## config.mk

```make
export PLATFORM = sky130hd
export DESIGN_NAME = csrb_bank
export DESIGN_NICKNAME = d
export VERILOG_FILES = /design/src/csrb_pkg.sv /design/src/csrb_bank.sv /design/src/csrb_unlock.sv
export SDC_FILE = /design/constraint.sdc
export NUM_CORES = 1
export LEC_CHECK = 0
export BUFFER_PORTS_ARGS = -buffer_cell sky130_fd_sc_hd__buf_2
export CORE_UTILIZATION = 50
export DETAILED_ROUTE_END_ITERATION = 7
export GPL_TIMING_DRIVEN = 1
export PLACE_DENSITY = 0.78
export RECOVER_POWER = 100
export SLEW_MARGIN = 30
export SYNTH_ARGS = -nofsm -noshare
export SYNTH_HDL_FRONTEND = slang
export SYNTH_HIERARCHICAL = 1
export SYNTH_SLANG_ARGS = --single-unit
export TNS_END_PERCENT = 5
```

## constraint.sdc

```tcl
create_clock -name clk_sys -period 2.1 [get_ports clk_sys]
set_clock_uncertainty 0.1 [all_clocks]
set_input_delay 0.42 -clock clk_sys [delete_from_list [all_inputs] [get_ports clk_sys]]
set_output_delay 0.42 -clock clk_sys [all_outputs]
set_load 0.01 [all_outputs]
```

## src/csrb_pkg.sv

```systemverilog
`default_nettype none
package csrb_pkg;
   // ==========================================
   // Register offsets
   localparam logic [3:0] OFS_KEY = 4'h4;
   localparam logic [3:0] OFS_DEXT = 4'h8;
   localparam logic [3:0] OFS_XEXT = 4'h9;
   localparam logic [3:0] OFS_YEXT = 4'hA;
   localparam logic [3:0] OFS_ZEXT = 4'hB;
   localparam logic [3:0] OFS_JEXT = 4'hC;
   localparam logic [3:0] OFS_STKLO = 4'hD;
   localparam logic [3:0] OFS_STKHI = 4'hE;
   localparam logic [3:0] OFS_FLAGS = 4'hF;
   // ==========================================
   // Keys, fields, resets, timing
   localparam logic [7:0] KEY_IO = 8'hD8;
   localparam logic [7:0] KEY_PM = 8'h9D;
   localparam int BIT_KIO = 0;
   localparam int BIT_KPM = 1;
   localparam int BIT_I = 7;
   localparam int BIT_T = 6;
   localparam int BIT_H = 5;
   localparam int BIT_S = 4;
   localparam int BIT_V = 3;
   localparam int BIT_N = 2;
   localparam int BIT_Z = 1;
   localparam int BIT_C = 0;
   localparam logic [7:0] FLAGS_RST = 8'h00;
   localparam logic [7:0] EXT_RST = 8'h00;
   localparam logic [15:0] STK_RST = 16'h3FFF;
   localparam logic [2:0] WIN_INSTR = 3'h4;
   // ==========================================
   // Carriers
   typedef struct packed {
      logic wr;
      logic rd;
      logic dma;
      logic [3:0] addr;
      logic [7:0] wdata;
   } csrb_io_t;
   typedef struct packed {
      logic retire;
      logic dataWr;
      logic pmInstr;
      logic sleepInstr;
      logic flagWe;
      logic [3:0] flagMask;
      logic [3:0] flagVal;
      logic bitStore;
      logic bitIn;
      logic irqSet;
      logic irqClr;
   } csrb_core_t;
endpackage
`default_nettype wire

```

## src/csrb_bank.sv

```systemverilog
`default_nettype none
module csrb_bank #(
   parameter int DEXT_BITS = 8,
   parameter int XEXT_BITS = 8,
   parameter int YEXT_BITS = 8,
   parameter int ZEXT_BITS = 8,
   parameter int JEXT_BITS = 8,
   parameter int STK_BITS = 16,
   parameter logic [15:0] STK_TOP = csrb_pkg::STK_RST
) (
   // Clock and reset
   input wire logic clk_sys,
   input wire logic rst_n,
   // I/O space access
   input wire csrb_pkg::csrb_io_t io,
   output logic [7:0] rdata,
   // Core events
   input wire csrb_pkg::csrb_core_t core,
   input wire logic irqTake,
   // Address operands
   input wire logic [15:0] directOp,
   input wire logic [15:0] ptrX,
   input wire logic [15:0] ptrY,
   input wire logic [15:0] ptrZ,
   // Formed addresses
   output logic [23:0] directAddr,
   output logic [23:0] addrX,
   output logic [23:0] addrY,
   output logic [23:0] addrZ,
   output logic [23:0] pmAddr,
   output logic [23:0] jumpAddr,
   // Stack pointer, flags and status
   output logic [15:0] stackPtr,
   output logic [7:0] statusOut,
   output logic irqAllow,
   output logic ioUnlocked,
   output logic pmUnlocked
);
   // ==========================================
   // Storage
   logic [7:0] dext_r, xext_r, yext_r, zext_r, jext_r;
   logic [15:0] stk_r;
   logic [7:0] stkTemp_r;
   logic [7:0] flags_r;
   logic ioOpen, pmOpen, keyWr, cpuWr;

   function automatic logic [7:0] trim(input logic [7:0] v, input int n);
      trim = v & 8'((9'h001 << n) - 9'h001);
   endfunction
   function automatic logic hit(input csrb_pkg::csrb_io_t a,
                                input logic [3:0] ofs);
      hit = a.wr && !a.dma && a.addr == ofs;
   endfunction

   assign cpuWr = io.wr && !io.dma;
   assign keyWr = hit(io, csrb_pkg::OFS_KEY);

   csrb_unlock u_unlock (
      .clk_sys(clk_sys),
      .rst_n(rst_n),
      .keyWr(keyWr),
      .keyVal(io.wdata),
      .retire(core.retire),
      // Non-DMA writes other than the key close the I/O window
      .ioClose((cpuWr && !keyWr) || core.dataWr || core.pmInstr
               || core.sleepInstr),
      .pmClose(core.dataWr || core.sleepInstr),
      .ioOpen(ioOpen),
      .pmOpen(pmOpen)
   );

   // ==========================================
   // Extension registers
   always_ff @(posedge clk_sys) begin
      if (!rst_n) begin
         dext_r <= csrb_pkg::EXT_RST;
         xext_r <= csrb_pkg::EXT_RST;
         yext_r <= csrb_pkg::EXT_RST;
         zext_r <= csrb_pkg::EXT_RST;
         jext_r <= csrb_pkg::EXT_RST;
      end else begin
         if (hit(io, csrb_pkg::OFS_DEXT)) begin
            dext_r <= trim(io.wdata, DEXT_BITS);
         end
         if (hit(io, csrb_pkg::OFS_XEXT)) begin
            xext_r <= trim(io.wdata, XEXT_BITS);
         end
         if (hit(io, csrb_pkg::OFS_YEXT)) begin
            yext_r <= trim(io.wdata, YEXT_BITS);
         end
         if (hit(io, csrb_pkg::OFS_ZEXT)) begin
            zext_r <= trim(io.wdata, ZEXT_BITS);
         end
         if (hit(io, csrb_pkg::OFS_JEXT)) begin
            jext_r <= trim(io.wdata, JEXT_BITS);
         end
      end
   end

   // ==========================================
   // Stack pointer, low byte parked until high byte
   always_ff @(posedge clk_sys) begin
      if (!rst_n) begin
         stk_r <= STK_TOP;
         stkTemp_r <= 8'h00;
      end else begin
         if (hit(io, csrb_pkg::OFS_STKLO)) begin
            stkTemp_r <= io.wdata;
         end
         if (hit(io, csrb_pkg::OFS_STKHI)) begin
            // Both bytes land together so the stack never sees a torn value
            stk_r <= {io.wdata, stkTemp_r} &
                     16'((17'h00001 << STK_BITS) - 17'h00001);
         end
      end
   end

   // ==========================================
   // Status flags
   always_ff @(posedge clk_sys) begin
      if (!rst_n) begin
         flags_r <= csrb_pkg::FLAGS_RST;
      end else if (hit(io, csrb_pkg::OFS_FLAGS)) begin
         flags_r <= io.wdata;
         flags_r[csrb_pkg::BIT_S] <= io.wdata[csrb_pkg::BIT_N]
                                     ^ io.wdata[csrb_pkg::BIT_V];
      end else begin
         // Interrupt entry leaves the global enable alone
         if (core.irqSet) begin
            flags_r[csrb_pkg::BIT_I] <= 1'b1;
         end else if (core.irqClr) begin
            flags_r[csrb_pkg::BIT_I] <= 1'b0;
         end
         if (core.bitStore) begin
            flags_r[csrb_pkg::BIT_T] <= core.bitIn;
         end
         if (core.flagWe) begin
            flags_r[csrb_pkg::BIT_H] <= core.flagVal[3];
            flags_r[csrb_pkg::BIT_V] <= core.flagVal[2];
            flags_r[csrb_pkg::BIT_N] <= core.flagVal[1];
            flags_r[csrb_pkg::BIT_S] <= core.flagVal[1]
                                        ^ core.flagVal[2];
            if (core.flagMask[1]) begin
               flags_r[csrb_pkg::BIT_Z] <= core.flagVal[0];
            end
            if (core.flagMask[0]) begin
               flags_r[csrb_pkg::BIT_C] <= core.flagMask[3];
            end
         end
      end
   end

   // ==========================================
   // Read mux
   always_ff @(posedge clk_sys) begin
      if (!rst_n) begin
         rdata <= 8'h00;
      end else if (io.rd) begin
         unique case (io.addr)
            csrb_pkg::OFS_KEY: begin
               rdata <= {6'h00, pmOpen, ioOpen};
            end
            csrb_pkg::OFS_DEXT: rdata <= dext_r;
            csrb_pkg::OFS_XEXT: rdata <= xext_r;
            csrb_pkg::OFS_YEXT: rdata <= yext_r;
            csrb_pkg::OFS_ZEXT: rdata <= zext_r;
            csrb_pkg::OFS_JEXT: rdata <= jext_r;
            csrb_pkg::OFS_STKLO: rdata <= stk_r[7:0];
            csrb_pkg::OFS_STKHI: rdata <= stk_r[15:8];
            csrb_pkg::OFS_FLAGS: rdata <= flags_r;
            default: rdata <= 8'h00;
         endcase
      end
   end

   // ==========================================
   // Address formation and status outputs
   always_ff @(posedge clk_sys) begin
      if (!rst_n) begin
         directAddr <= 24'h000000;
         addrX <= 24'h000000;
         addrY <= 24'h000000;
         addrZ <= 24'h000000;
         pmAddr <= 24'h000000;
         jumpAddr <= 24'h000000;
      end else begin
         // Below 64K the extension is simply zero-weighted by the user
         directAddr <= {dext_r, directOp};
         addrX <= {xext_r, ptrX};
         addrY <= {yext_r, ptrY};
         addrZ <= {zext_r, ptrZ};
         pmAddr <= {zext_r, ptrZ};
         jumpAddr <= {jext_r, ptrZ};
      end
   end

   always_ff @(posedge clk_sys) begin
      if (!rst_n) begin
         stackPtr <= STK_TOP;
         statusOut <= csrb_pkg::FLAGS_RST;
         irqAllow <= 1'b0;
         ioUnlocked <= 1'b0;
         pmUnlocked <= 1'b0;
      end else begin
         stackPtr <= stk_r;
         statusOut <= flags_r;
         // Held requests stay pending in the controller; allow returns
         irqAllow <= flags_r[csrb_pkg::BIT_I] && !ioOpen && !pmOpen
                     && !irqTake;
         ioUnlocked <= ioOpen;
         pmUnlocked <= pmOpen;
      end
   end
endmodule
`default_nettype wire

```

## src/csrb_unlock.sv

```systemverilog
`default_nettype none
module csrb_unlock (
   // Clock and reset
   input wire logic clk_sys,
   input wire logic rst_n,
   // Key write and closing events
   input wire logic keyWr,
   input wire logic [7:0] keyVal,
   input wire logic retire,
   input wire logic ioClose,
   input wire logic pmClose,
   // Window state
   output logic ioOpen,
   output logic pmOpen
);
   typedef enum logic [2:0] {
      ST_IDLE = 3'b001,
      ST_IO = 3'b010,
      ST_PM = 3'b100
   } csrb_win_t;
   csrb_win_t state_r, state_nxt;
   logic [2:0] cnt_r;
   // ==========================================
   // Window state machine
   always_comb begin
      state_nxt = state_r;
      unique case (state_r)
         ST_IDLE: begin
            if (keyWr && keyVal == csrb_pkg::KEY_IO) begin
               state_nxt = ST_IO;
            end else if (keyWr && keyVal == csrb_pkg::KEY_PM) begin
               state_nxt = ST_PM;
            end
         end
         ST_IO: begin
            if (ioClose || (retire && cnt_r == 3'h1)) begin
               state_nxt = ST_IDLE;
            end
         end
         ST_PM: begin
            if (pmClose || (retire && cnt_r == 3'h1)) begin
               state_nxt = ST_IDLE;
            end
         end
         default: state_nxt = ST_IDLE;
      endcase
   end
   always_ff @(posedge clk_sys) begin
      if (!rst_n) begin
         state_r <= ST_IDLE;
      end else begin
         state_r <= state_nxt;
      end
   end
   // Counts only instructions retired after the key write
   always_ff @(posedge clk_sys) begin
      if (!rst_n) begin
         cnt_r <= 3'h0;
      end else if (state_r == ST_IDLE) begin
         cnt_r <= csrb_pkg::WIN_INSTR;
      end else if (retire && cnt_r != 3'h0) begin
         cnt_r <= cnt_r - 3'h1;
      end
   end
   assign ioOpen = state_r == ST_IO;
   assign pmOpen = state_r == ST_PM;
endmodule
`default_nettype wire
```

==> metrics.yaml, run 1 <==
die:
  core_um2: 15400
  initial_core_util_pct: 51.9
  fp.dieW_um: 129
  fp.dieArea_um2: 16500
  die_h_um: 129
  row_count: 45
  num_io_pins: 278
critical_path:
  critPathMaxFanout: 77
  cp.required_ns: 2.40
  r2r_cells: 5
  crit_path_end_kind: "register"
  startpoint_type: "input pin"
  worst-setup-path-type: "in -> reg"
  cp.arrival_ns: 2.08
placement:
  hpwl_mm: 13.8
  place_congestion: 0.945
  dp.cells: 1207
  portBuffers: 276
  dp_slack_ns: 0.0643
grt:
  grt_pass1_vias: 5669
  globalRouteMet2Util_pct: 38.7
  track_usage_pct: 23.0
  use_met1_pct: 30.2
  antenna_found_initial: 0
  grt_first_pass_wirelength_mm: 29.6
  busiest_layer: "met2"
  grt-ovfl-total: 0
  grtUsageMet3_pct: 4.12
  grt_max_degree: 82
final_layout:
  fill_cells: 1406
  final_layout_size_suffix_gt1_share_pct: 16.9
  multi_input_area_um2: 3080
  fin_util_pct: 63.8
  ff_latch_area_um2: 4340
  antenna_cells: 0
  final_cells: 1248
  syn_to_final_growth_pct: 22.9
  nNetsFinal: 1123
synthesis:
  netlist_instances: 789
  yosysMostFrequentCell: "dfxtp_1"
  syn-cell-area_um2: 8010
  synth_cell_types: 63
  synth_top_flop_cell: "dfxtp_1"
  async_flop_share_pct: 0
  ys_seq_area_share_pct: 54.2
  yosys.area.top_type: "dfxtp_1"
  yosysWarnings: 6
  yosys-top-cells-count: "dfxtp_1, and2_1, nand2_1"
  netlist.area_leader.share_pct: 54.2
  synth_nets: 891
  avgSynthCellArea_um2: 10.2
  synthTopCellsByArea: "dfxtp_1, and2_1, buf_4, nand2_1, nand3_1"
  synth.ff_latch_count: 217
  synth-edff-count: 0
status:
  outcome: "finished, final reports clean"
clock_tree:
  cts_tree: "built"
  htreeDepth: 1
  clockBufferDepth: 3
  insertion_delay_ns: 0.50
  root_buffer: "clkbuf_16"
  cts-buffers-inserted: 22
  clock_sinks: 217
  clk_pin_slew_worst_paths_ns: 0.06
route:
  dr.pass1.iters: 5
  wl_per_cell_um: 15.8
  vias_per_cell: 5.07
  drc: 0
  num_vias: 6333
  drt.antenna.violating_nets: 0
  wl_mm: 19.7
  drt_iter0_markers: 419
timing:
  relSlewSlack_pct: 47.4
  hold_viol_final: 0
  fmax_ghz: 0.559
  worst_slack_ns: 0.311
  tightest_slew_ns: 0.789
  min_period_over_period_pct: 85.2
  fin_crit_ns: 1.79
  setup_violations: 0
  rsz0062_at_grt: "no"
  slew_viol_final: 0
  fin_setup_tns_ns: 0
min_path:
  hp-class: "in -> reg"
  hold_depth: 2
power_and_ir_drop:
  powerDensity_nw_per_um2: 917
  p_leak_nw: 3.94
  vdd_drop_max_mv: 0.693
flow_run:
  maxCapViolCount: 0
[where the power goes]
group / switching, mW / internal (mW) / total (mW)
combinational: 0.338 / 0.254 / 0.592
sequential: 0.0553 / 4.22 / 4.28
clock: 1.59 / 2.58 / 4.16
[worst max-delay path, cell delays in order]
cell and delay [ns]:
clkbuf_1 0.58, clkbuf_4 0.74, nand2_1 0.11, a22o_1 0.22
[per-layer routing]
metal  part of all wire [%]  wire [um]
met1                     42       8250
met3                    7.5       1480
met5                      0          0
met4                    2.4        470
met2                     48       9500
[through the flow]
| step | instance area [um^2] | hold slack (ns) | total power [mW] |
|---|---|---|---|
| CTS | 10100 | 0.0108 | 9.13 |
| detailed placement | 9320 | 0.354 | 4.99 |
| global placement | 9320 | 0.350 | 4.98 |
| finish | 9850 | 0.0205 | 9.03 |
| global route | 9850 | 0.00634 | 9.35 |
| floorplan | 8010 | 0.325 | 4.74 |
[sequential cells by signal, indices dropped and copies added, names as in the netlist, 3 cells and up]
name,count
u_unlock/state_r,3
directAddr,24
stk_r,16
jumpAddr,8
flags_r,8
dext_r,8
stkTemp_r,8
xext_r,8
statusOut,8
addrX,24
zext_r,8
rdata,8
stackPtr,16
yext_r,8
addrY,24
pmAddr,24
jext_r,8
u_unlock/cnt_r,3
[cells in the final DEF, fill, tap and decap left out, types with 7 or more instances in the layout]
master	count
dfxtp_1	217
clkbuf_1	184
and2_1	99
buf_2	96
nand2_1	93
nand3_1	55
a21boi_0	29
mux2i_1	26
clkbuf_16	22
nor2b_1	21
and2_0	20
buf_4	19
nand2b_1	18
nor3b_1	8
o21ai_0	8
o211a_1	8
nor2_1	7
[final cells by class]
type                       instances  area share [%]
clock buffer                      30            6.30
clock inverter                    10            1.71
inverter                           3           0.114
multi-input combinational        477            31.3
sequential                       217            44.1
tap                              211            2.68
timing repair buffer             300            13.8
[worst paths after layout]
kind                        from  slack [ns]                   to
max reg2reg  u_unlock/state_r[1]        0.44             rdata[0]
min                     ptrX[14]        0.02            addrX[14]
min reg2reg         stkTemp_r[6]        0.36             stk_r[6]
max                        rst_n        0.31  u_unlock/state_r[0]
[cells by family (layout without fill, tap and decap cells)]
group                    Yosys count  after routing  synth area share, %
XOR/XNOR                           2              2                0.219
AO/OA/AOI/OAI                     85             85                 7.98
AND/OR/NAND/NOR                  349            349                 24.2
multiplexers                      38             38                 5.87
adder cells (fa/ha/maj)            3              3                0.469
flip-flops                       217            217                 54.2
buffers and inverters             95            343                 7.06
[repair_timing]
action	4_1_cts	5_1_grt
hold endpoints to repair	1	0
buffers inserted	0	0
hold buffers	1	0
setup endpoints to repair	0	0
resized for setup	0	0
Note: power is estimated with default switching activity, not from simulation.
==> inputs of run 2 (changes only) <==
CELL_PAD_IN_SITES_DETAIL_PLACEMENT = 1   (was not set)
CELL_PAD_IN_SITES_GLOBAL_PLACEMENT = 1   (was not set)
CORE_UTILIZATION = 37   (was 50)
PLACE_DENSITY = 0.77   (was 0.78)
==> metrics.yaml, run 2 (synthesis results as in run 1) <==
die:
  fp.dieW_um: 149  # was 129 um
  row_count: 53  # was 45
  num_io_pins: 278  # unchanged
  fp.dieArea_um2: 22200  # was 16,500 um^2
  initial_core_util_pct: 37.9  # was 51.9%
  core_um2: 21200  # was 15,400 um^2
  die_h_um: 149  # was 129 um
critical_path:
  slowest_delay_ns: 0.56  # was 0.74 ns
  crit_buf_inv: 1  # was 2
  cp.arrival_ns: 2.06  # was 2.08 ns
  critical_path.top_delay_family: "simple AND/OR/NAND/NOR gates"  # was buffers and inverters
  r2r_slack_ns: 0.38  # was 0.44 ns
  crit_start: "io[12]"  # was rst_n
  critPathMaxFanout: 16  # was 77
  crit_path_end_kind: "register"  # unchanged
  cp.depth: 5  # was 4
  cp-endpoint: "flags_r[5]"  # was u_unlock/state_r[0]
  startpoint_type: "input pin"  # unchanged
  worst-setup-path-type: "in -> reg"  # unchanged
  r2r_cells: 5  # unchanged
  crit_path_cell_trace: "buf_2 -> nand2b_1 -> nor2_2 -> nand3_1 -> o211a_1"  # was clkbuf_1 -> clkbuf_4 -> nand2_1 -> a22o_1
  reg2reg_from: "u_unlock/state_r[1]"  # unchanged
  cp.required_ns: 2.42  # was 2.40 ns
  rr_endpoint: "rdata[0]"  # unchanged
  critical-path-slowest-cell: "nand3_1"  # was clkbuf_4
route:
  drc: 0  # unchanged
  vias_per_cell: 4.89  # was 5.07
  num_vias: 6761  # was 6,333
  wl_mm: 26.3  # was 19.7 mm
  drt.antenna.violating_nets: 0  # unchanged
  drt_iter0_markers: 240  # was 419
  wl_per_cell_um: 19.0  # was 15.8 um
  dr.pass1.iters: 4  # was 5
timing:
  rsz0062_at_grt: "no"  # unchanged
  holdWs_ns: 0.0167  # was 0.0205 ns
  fmax_ghz: 0.572  # was 0.559 GHz
  relSlewSlack_pct: 34.7  # was 47.4%
  fin_setup_tns_ns: 0  # unchanged
  slew_viol_final: 0  # unchanged
  fin_crit_ns: 1.75  # was 1.79 ns
  setup_violations: 0  # unchanged
  tightest_slew_ns: 0.979  # was 0.789 ns
  min_period_over_period_pct: 83.3  # was 85.2%
  hold_viol_final: 0  # unchanged
clock_tree:
  root_buffer: "clkbuf_16"  # unchanged
  insertion_delay_ns: 0.53  # was 0.50 ns
  postCtsHoldBufs: 59  # was 1
  cts.repair.resized: 0  # unchanged
  postCtsSetupBuffers: 0  # unchanged
  clockBufferDepth: 3  # unchanged
  cts_tree: "built"  # unchanged
  clock_sinks: 217  # unchanged
  htreeDepth: 1  # unchanged
  clk_pin_slew_worst_paths_ns: 0.06  # about the same
  cts-buffers-inserted: 25  # was 22
final_layout:
  fin_util_pct: 50.6  # was 63.8%
  syn_to_final_growth_pct: 33.6  # was 22.9%
  layout_commonest_cell: "dfxtp_1"  # unchanged
  mostFrequentLayoutCells: "dfxtp_1, clkbuf_1, buf_2"  # was dfxtp_1, clkbuf_1, and2_1
  design_area_um2: 10700  # was 9850 um^2
  final_layout_size_suffix_gt1_share_pct: 16.4  # was 16.9%
  nNetsFinal: 1189  # was 1,123
min_path:
  hp-class: "in -> reg"  # unchanged
placement:
  placed_cell_area_um2: 9460  # was 9320 um^2
  place_congestion: 0.815  # was 0.945
  hpwl_mm: 16.7  # was 13.8 mm
  portBuffers: 276  # unchanged
power_and_ir_drop:
  powerDensity_nw_per_um2: 922  # was 917 nW/um^2
  vdd_drop_max_mv: 0.539  # was 0.693 mV
  p_leak_nw: 4.26  # was 3.94 nW
grt:
  track_usage_pct: 22.9  # was 23.0%
  grt-ovfl-total: 0  # unchanged
  antenna_found_initial: 2  # was 0
  grt_first_pass_wirelength_mm: 39.2  # was 29.6 mm
  grt_max_degree: 103  # was 82
  grt_pass1_vias: 7003  # was 5,669
flow_run:
  maxCapViolCount: 0  # unchanged
status:
  outcome: "finished, final reports clean"  # unchanged
## run 2: cell type report
type	count	area, um^2
antenna	3	7.51
clock buffer	33	726
tap	275	344
clock inverter	12	206
inverter	3	11.3
sequential	217	4340
fill	2482	10500
multi-input combinational	477	3090
timing repair buffer	363	1970
## run 2: worst min-delay path by stage
stage | from | end | cells past startpoint
2_1_floorplan | stk_r[7] | stackPtr[7] | 1
5_1_grt | directOp[15] | directAddr[15] | 2
3_5_place_dp | rdata[5] | rdata[5] | 2
3_3_place_gp | rdata[6] | rdata[6] | 2
6_report | ptrZ[0] | pmAddr[0] | 2
4_1_cts | ptrZ[0] | pmAddr[0] | 2
## run 2: worst reg2reg max path: stages, from the launching register on
cell      delay [ns]
dfxtp_1         0.40
nor3b_1         0.41
mux2_2          0.25
a22oi_1         0.06
or3_1           0.33
o211ai_1        0.10
## run 2: metrics by stage
stage / total power, mW / std cells / setup slack, ns
2_1_floorplan: 4.74 / 789 / 0.131
3_3_place_gp: 5.00 / 1276 / 0.0698
3_5_place_dp: 5.03 / 1276 / 0.0401
4_1_cts: 9.94 / 1380 / 0.355
5_1_grt: 10.2 / 1382 / 0.184
6_report: 9.86 / 1383 / 0.351
## run 2: per-layer routing
metal | global-route usage (%) | routed length (um) | up-vias
li1 | - | - | 3182
met5 | 0 | 0 | -
met1 | 26.0 | 10300 | 3246
met3 | 3.98 | 1470 | 79
met4 | 11.3 | 1220 | 0
met2 | 41.2 | 13200 | 254
## run 2: report_power, final
part	internal, mW	leakage (nW)	switching (mW)	total [mW]
combinational	0.330	2.02	0.394	0.724
sequential	4.22	1.77	0.0601	4.28
clock	3.06	0.460	1.80	4.86
==> inputs of run 3 (changes only) <==
clock period = 1.75 ns   (was 2.1 ns; I/O delays follow)
==> metrics.yaml, run 3 (synthesis results as in run 1) <==
critical_path:
  critPathMaxFanout: 13  # was 16
  worst-setup-path-type: "in -> reg"  # unchanged
  r2r_slack_ns: 0.13  # was 0.38 ns
  crit_top_cell: "nand2_1"
  crit_start: "io[12]"  # unchanged
  crit_buf_inv: 3  # was 1
  crit_path_end_kind: "register"  # unchanged
  critical_path.top_delay_family: "simple AND/OR/NAND/NOR gates"  # unchanged
  reg2reg_from: "u_unlock/state_r[2]"  # was u_unlock/state_r[1]
  slowest_delay_ns: 0.37  # was 0.56 ns
  cp.depth: 8  # was 5
  r2r_cells: 6  # was 5
  rr_endpoint: "rdata[1]"  # was rdata[0]
  critical-path-slowest-cell: "clkbuf_2"  # was nand3_1
  cp.required_ns: 2.03  # was 2.42 ns
  startpoint_type: "input pin"  # unchanged
  crit_path_cell_trace: "buf_2 -> nand2b_1 -> clkbuf_1 -> nor2_1 -> clkbuf_2 -> nand2_1 -> nand2_1 -> a21boi_0"  # was buf_2 -> nand2b_1 -> nor2_2 -> nand3_1 -> o211a_1
  cp-endpoint: "yext_r[4]"  # was flags_r[5]
  cp.arrival_ns: 1.92  # was 2.06 ns
clock_tree:
  htreeDepth: 1  # unchanged
  insertion_delay_ns: 0.52  # was 0.53 ns
  cts-buffers-inserted: 24  # was 25
  clk_pin_slew_worst_paths_ns: 0.06  # about the same
  root_buffer: "clkbuf_16"  # unchanged
  postCtsSetupBuffers: 0  # unchanged
  clockBufferDepth: 3  # unchanged
  clock_sinks: 217  # unchanged
  cts_tree: "built"  # unchanged
placement:
  dp.cells: 1292  # was 1,276
  place_congestion: 0.887  # was 0.815
  hpwl_mm: 17.7  # was 16.7 mm
  dp_slack_ns: -0.196  # was 0.0401 ns
  portBuffers: 276  # unchanged
final_layout:
  ff_latch_area_um2: 4340  # unchanged
  final_cells: 1403  # was 1,383
  layout_commonest_cell: "dfxtp_1"  # unchanged
  fill_cells: 2521  # was 2,482
  syn_to_final_growth_pct: 34.8  # was 33.6%
  nNetsFinal: 1210  # was 1,189
  final_layout_size_suffix_gt1_share_pct: 17.4  # was 16.4%
  multi_input_area_um2: 3080  # was 3090 um^2
  mostFrequentLayoutCells: "dfxtp_1, clkbuf_1, buf_2"  # unchanged
die:
  fp.dieW_um: 149  # unchanged
  die_h_um: 149  # unchanged
  num_io_pins: 278  # unchanged
  fp.dieArea_um2: 22200  # unchanged
  initial_core_util_pct: 37.9  # unchanged
  row_count: 53  # unchanged
  core_um2: 21200  # unchanged
grt:
  antenna_found_initial: 2  # unchanged
  grt_first_pass_wirelength_mm: 40.4  # was 39.2 mm
  grt-ovfl-total: 0  # unchanged
  grt_pass1_vias: 7128  # was 7,003
  grt_max_degree: 98  # was 103
  track_usage_pct: 23.9  # was 22.9%
status:
  outcome: "finished, final reports clean"  # unchanged
route:
  num_vias: 6828  # was 6,761
  vias_per_cell: 4.87  # was 4.89
  wl_mm: 27.3  # was 26.3 mm
  wl_per_cell_um: 19.4  # was 19.0 um
  dr.pass1.iters: 4  # unchanged
  drt.antenna.violating_nets: 0  # unchanged
  drc: 0  # unchanged
  drt_iter0_markers: 269  # was 240
power_and_ir_drop:
  internal-power_mw: 8.68  # was 7.61 mW
  p_leak_nw: 4.31  # was 4.26 nW
  p_seq_share_pct: 45.5  # was 43.4%
  p_clk_share_pct: 46.4  # was 49.3%
  combinationalPowerShare_pct: 8.1  # was 7.3%
  vdd_drop_max_mv: 0.737  # was 0.539 mV
  powerDensity_nw_per_um2: 1050  # was 922 nW/um^2
  p_switching_mw: 2.61  # was 2.26 mW
  switching_share_pct: 23.2  # was 22.9%
timing:
  rsz0062_at_grt: "no"  # unchanged
  hold_viol_final: 0  # unchanged
  worst_slack_ns: 0.110  # was 0.351 ns
  slew_viol_final: 0  # unchanged
  tightest_slew_ns: 1.22  # was 0.979 ns
  setup_violations: 0  # unchanged
  fin_crit_ns: 1.64
  min_period_over_period_pct: 93.7
  fmax_ghz: 0.610
  relSlewSlack_pct: 18.6  # was 34.7%
min_path:
  hp-class: "in -> reg"  # unchanged
flow_run:
  maxCapViolCount: 0  # unchanged
[run 3: metal layers]
| metal | vias up | GRT usage (%) | part of all wire [%] |
|---|---|---|---|
| met3 | 61 | 3.73 | 4.5 |
| met2 | 215 | 43.7 | 52 |
| li1 | 3223 | - | - |
| met4 | 0 | 10.2 | 3.4 |
| met1 | 3329 | 27.4 | 40 |
| met5 | - | 0 | 0 |
[run 3: per-stage QoR]
stage / hold slack (ns) / total power, mW / utilization, % / cell area (um^2) / setup TNS (ns)
floorplan: 0.325 / 5.69 / - / 8020 / -0.0303
global route: 0.0532 / 11.7 / 51.0 / 10800 / 0
finish: 0.0606 / 11.3 / 51.0 / 10800 / 0
detailed placement: 0.344 / 6.07 / 45.6 / 9640 / -3.49
CTS: 0.0406 / 11.4 / 52.5 / 11100 / 0
global placement: 0.337 / 6.04 / 45.6 / 9640 / -2.49
[run 3: cell type report]
type | instances | area share, %
clock inverter | 10 | 1.29
tap | 275 | 3.19
inverter | 3 | 0.104
timing repair buffer | 385 | 20.2
clock buffer | 34 | 6.37
multi-input combinational | 477 | 28.6
sequential | 217 | 40.2
antenna | 2 | 0.0463
[run 3: worst min path at each step]
stage               depth (start not counted)  slack [ns]  startpoint          end
global placement                            2        0.34    rdata[5]     rdata[5]
floorplan                                   1        0.32    stk_r[7]  stackPtr[7]
finish                                      2        0.06       rst_n     stk_r[6]
CTS                                         2        0.04       rst_n     stk_r[6]
global route                                2        0.05       rst_n     stk_r[6]
detailed placement                          2        0.34    rdata[3]     rdata[3]
[run 3: power groups by stage]
stage                     combinational [mW]  clock (mW)  sequential, mW
after floorplan                        0.416           0            5.27
after global placement                 0.813           0            5.23
after detailed placement               0.833           0            5.24
after CTS                              0.955        5.32            5.13
after global routing                   0.986        5.57            5.15
final                                  0.915        5.23            5.14
[run 3: what timing repair did]
action                    CTS  global route
hold endpoints to repair   65             0
resized for setup           0             0
hold buffers               65             0
[run 3: worst reg2reg max path, delay by kind of cell, from the launching register on]
kind / cells / cell delay (ns)
AOI/OAI and AO/OA: 2 / 0.30
muxes: 1 / 0.26
DFF: 1 / 0.35
buffers and inverters: 1 / 0.16
and+or+nand+nor: 2 / 0.34
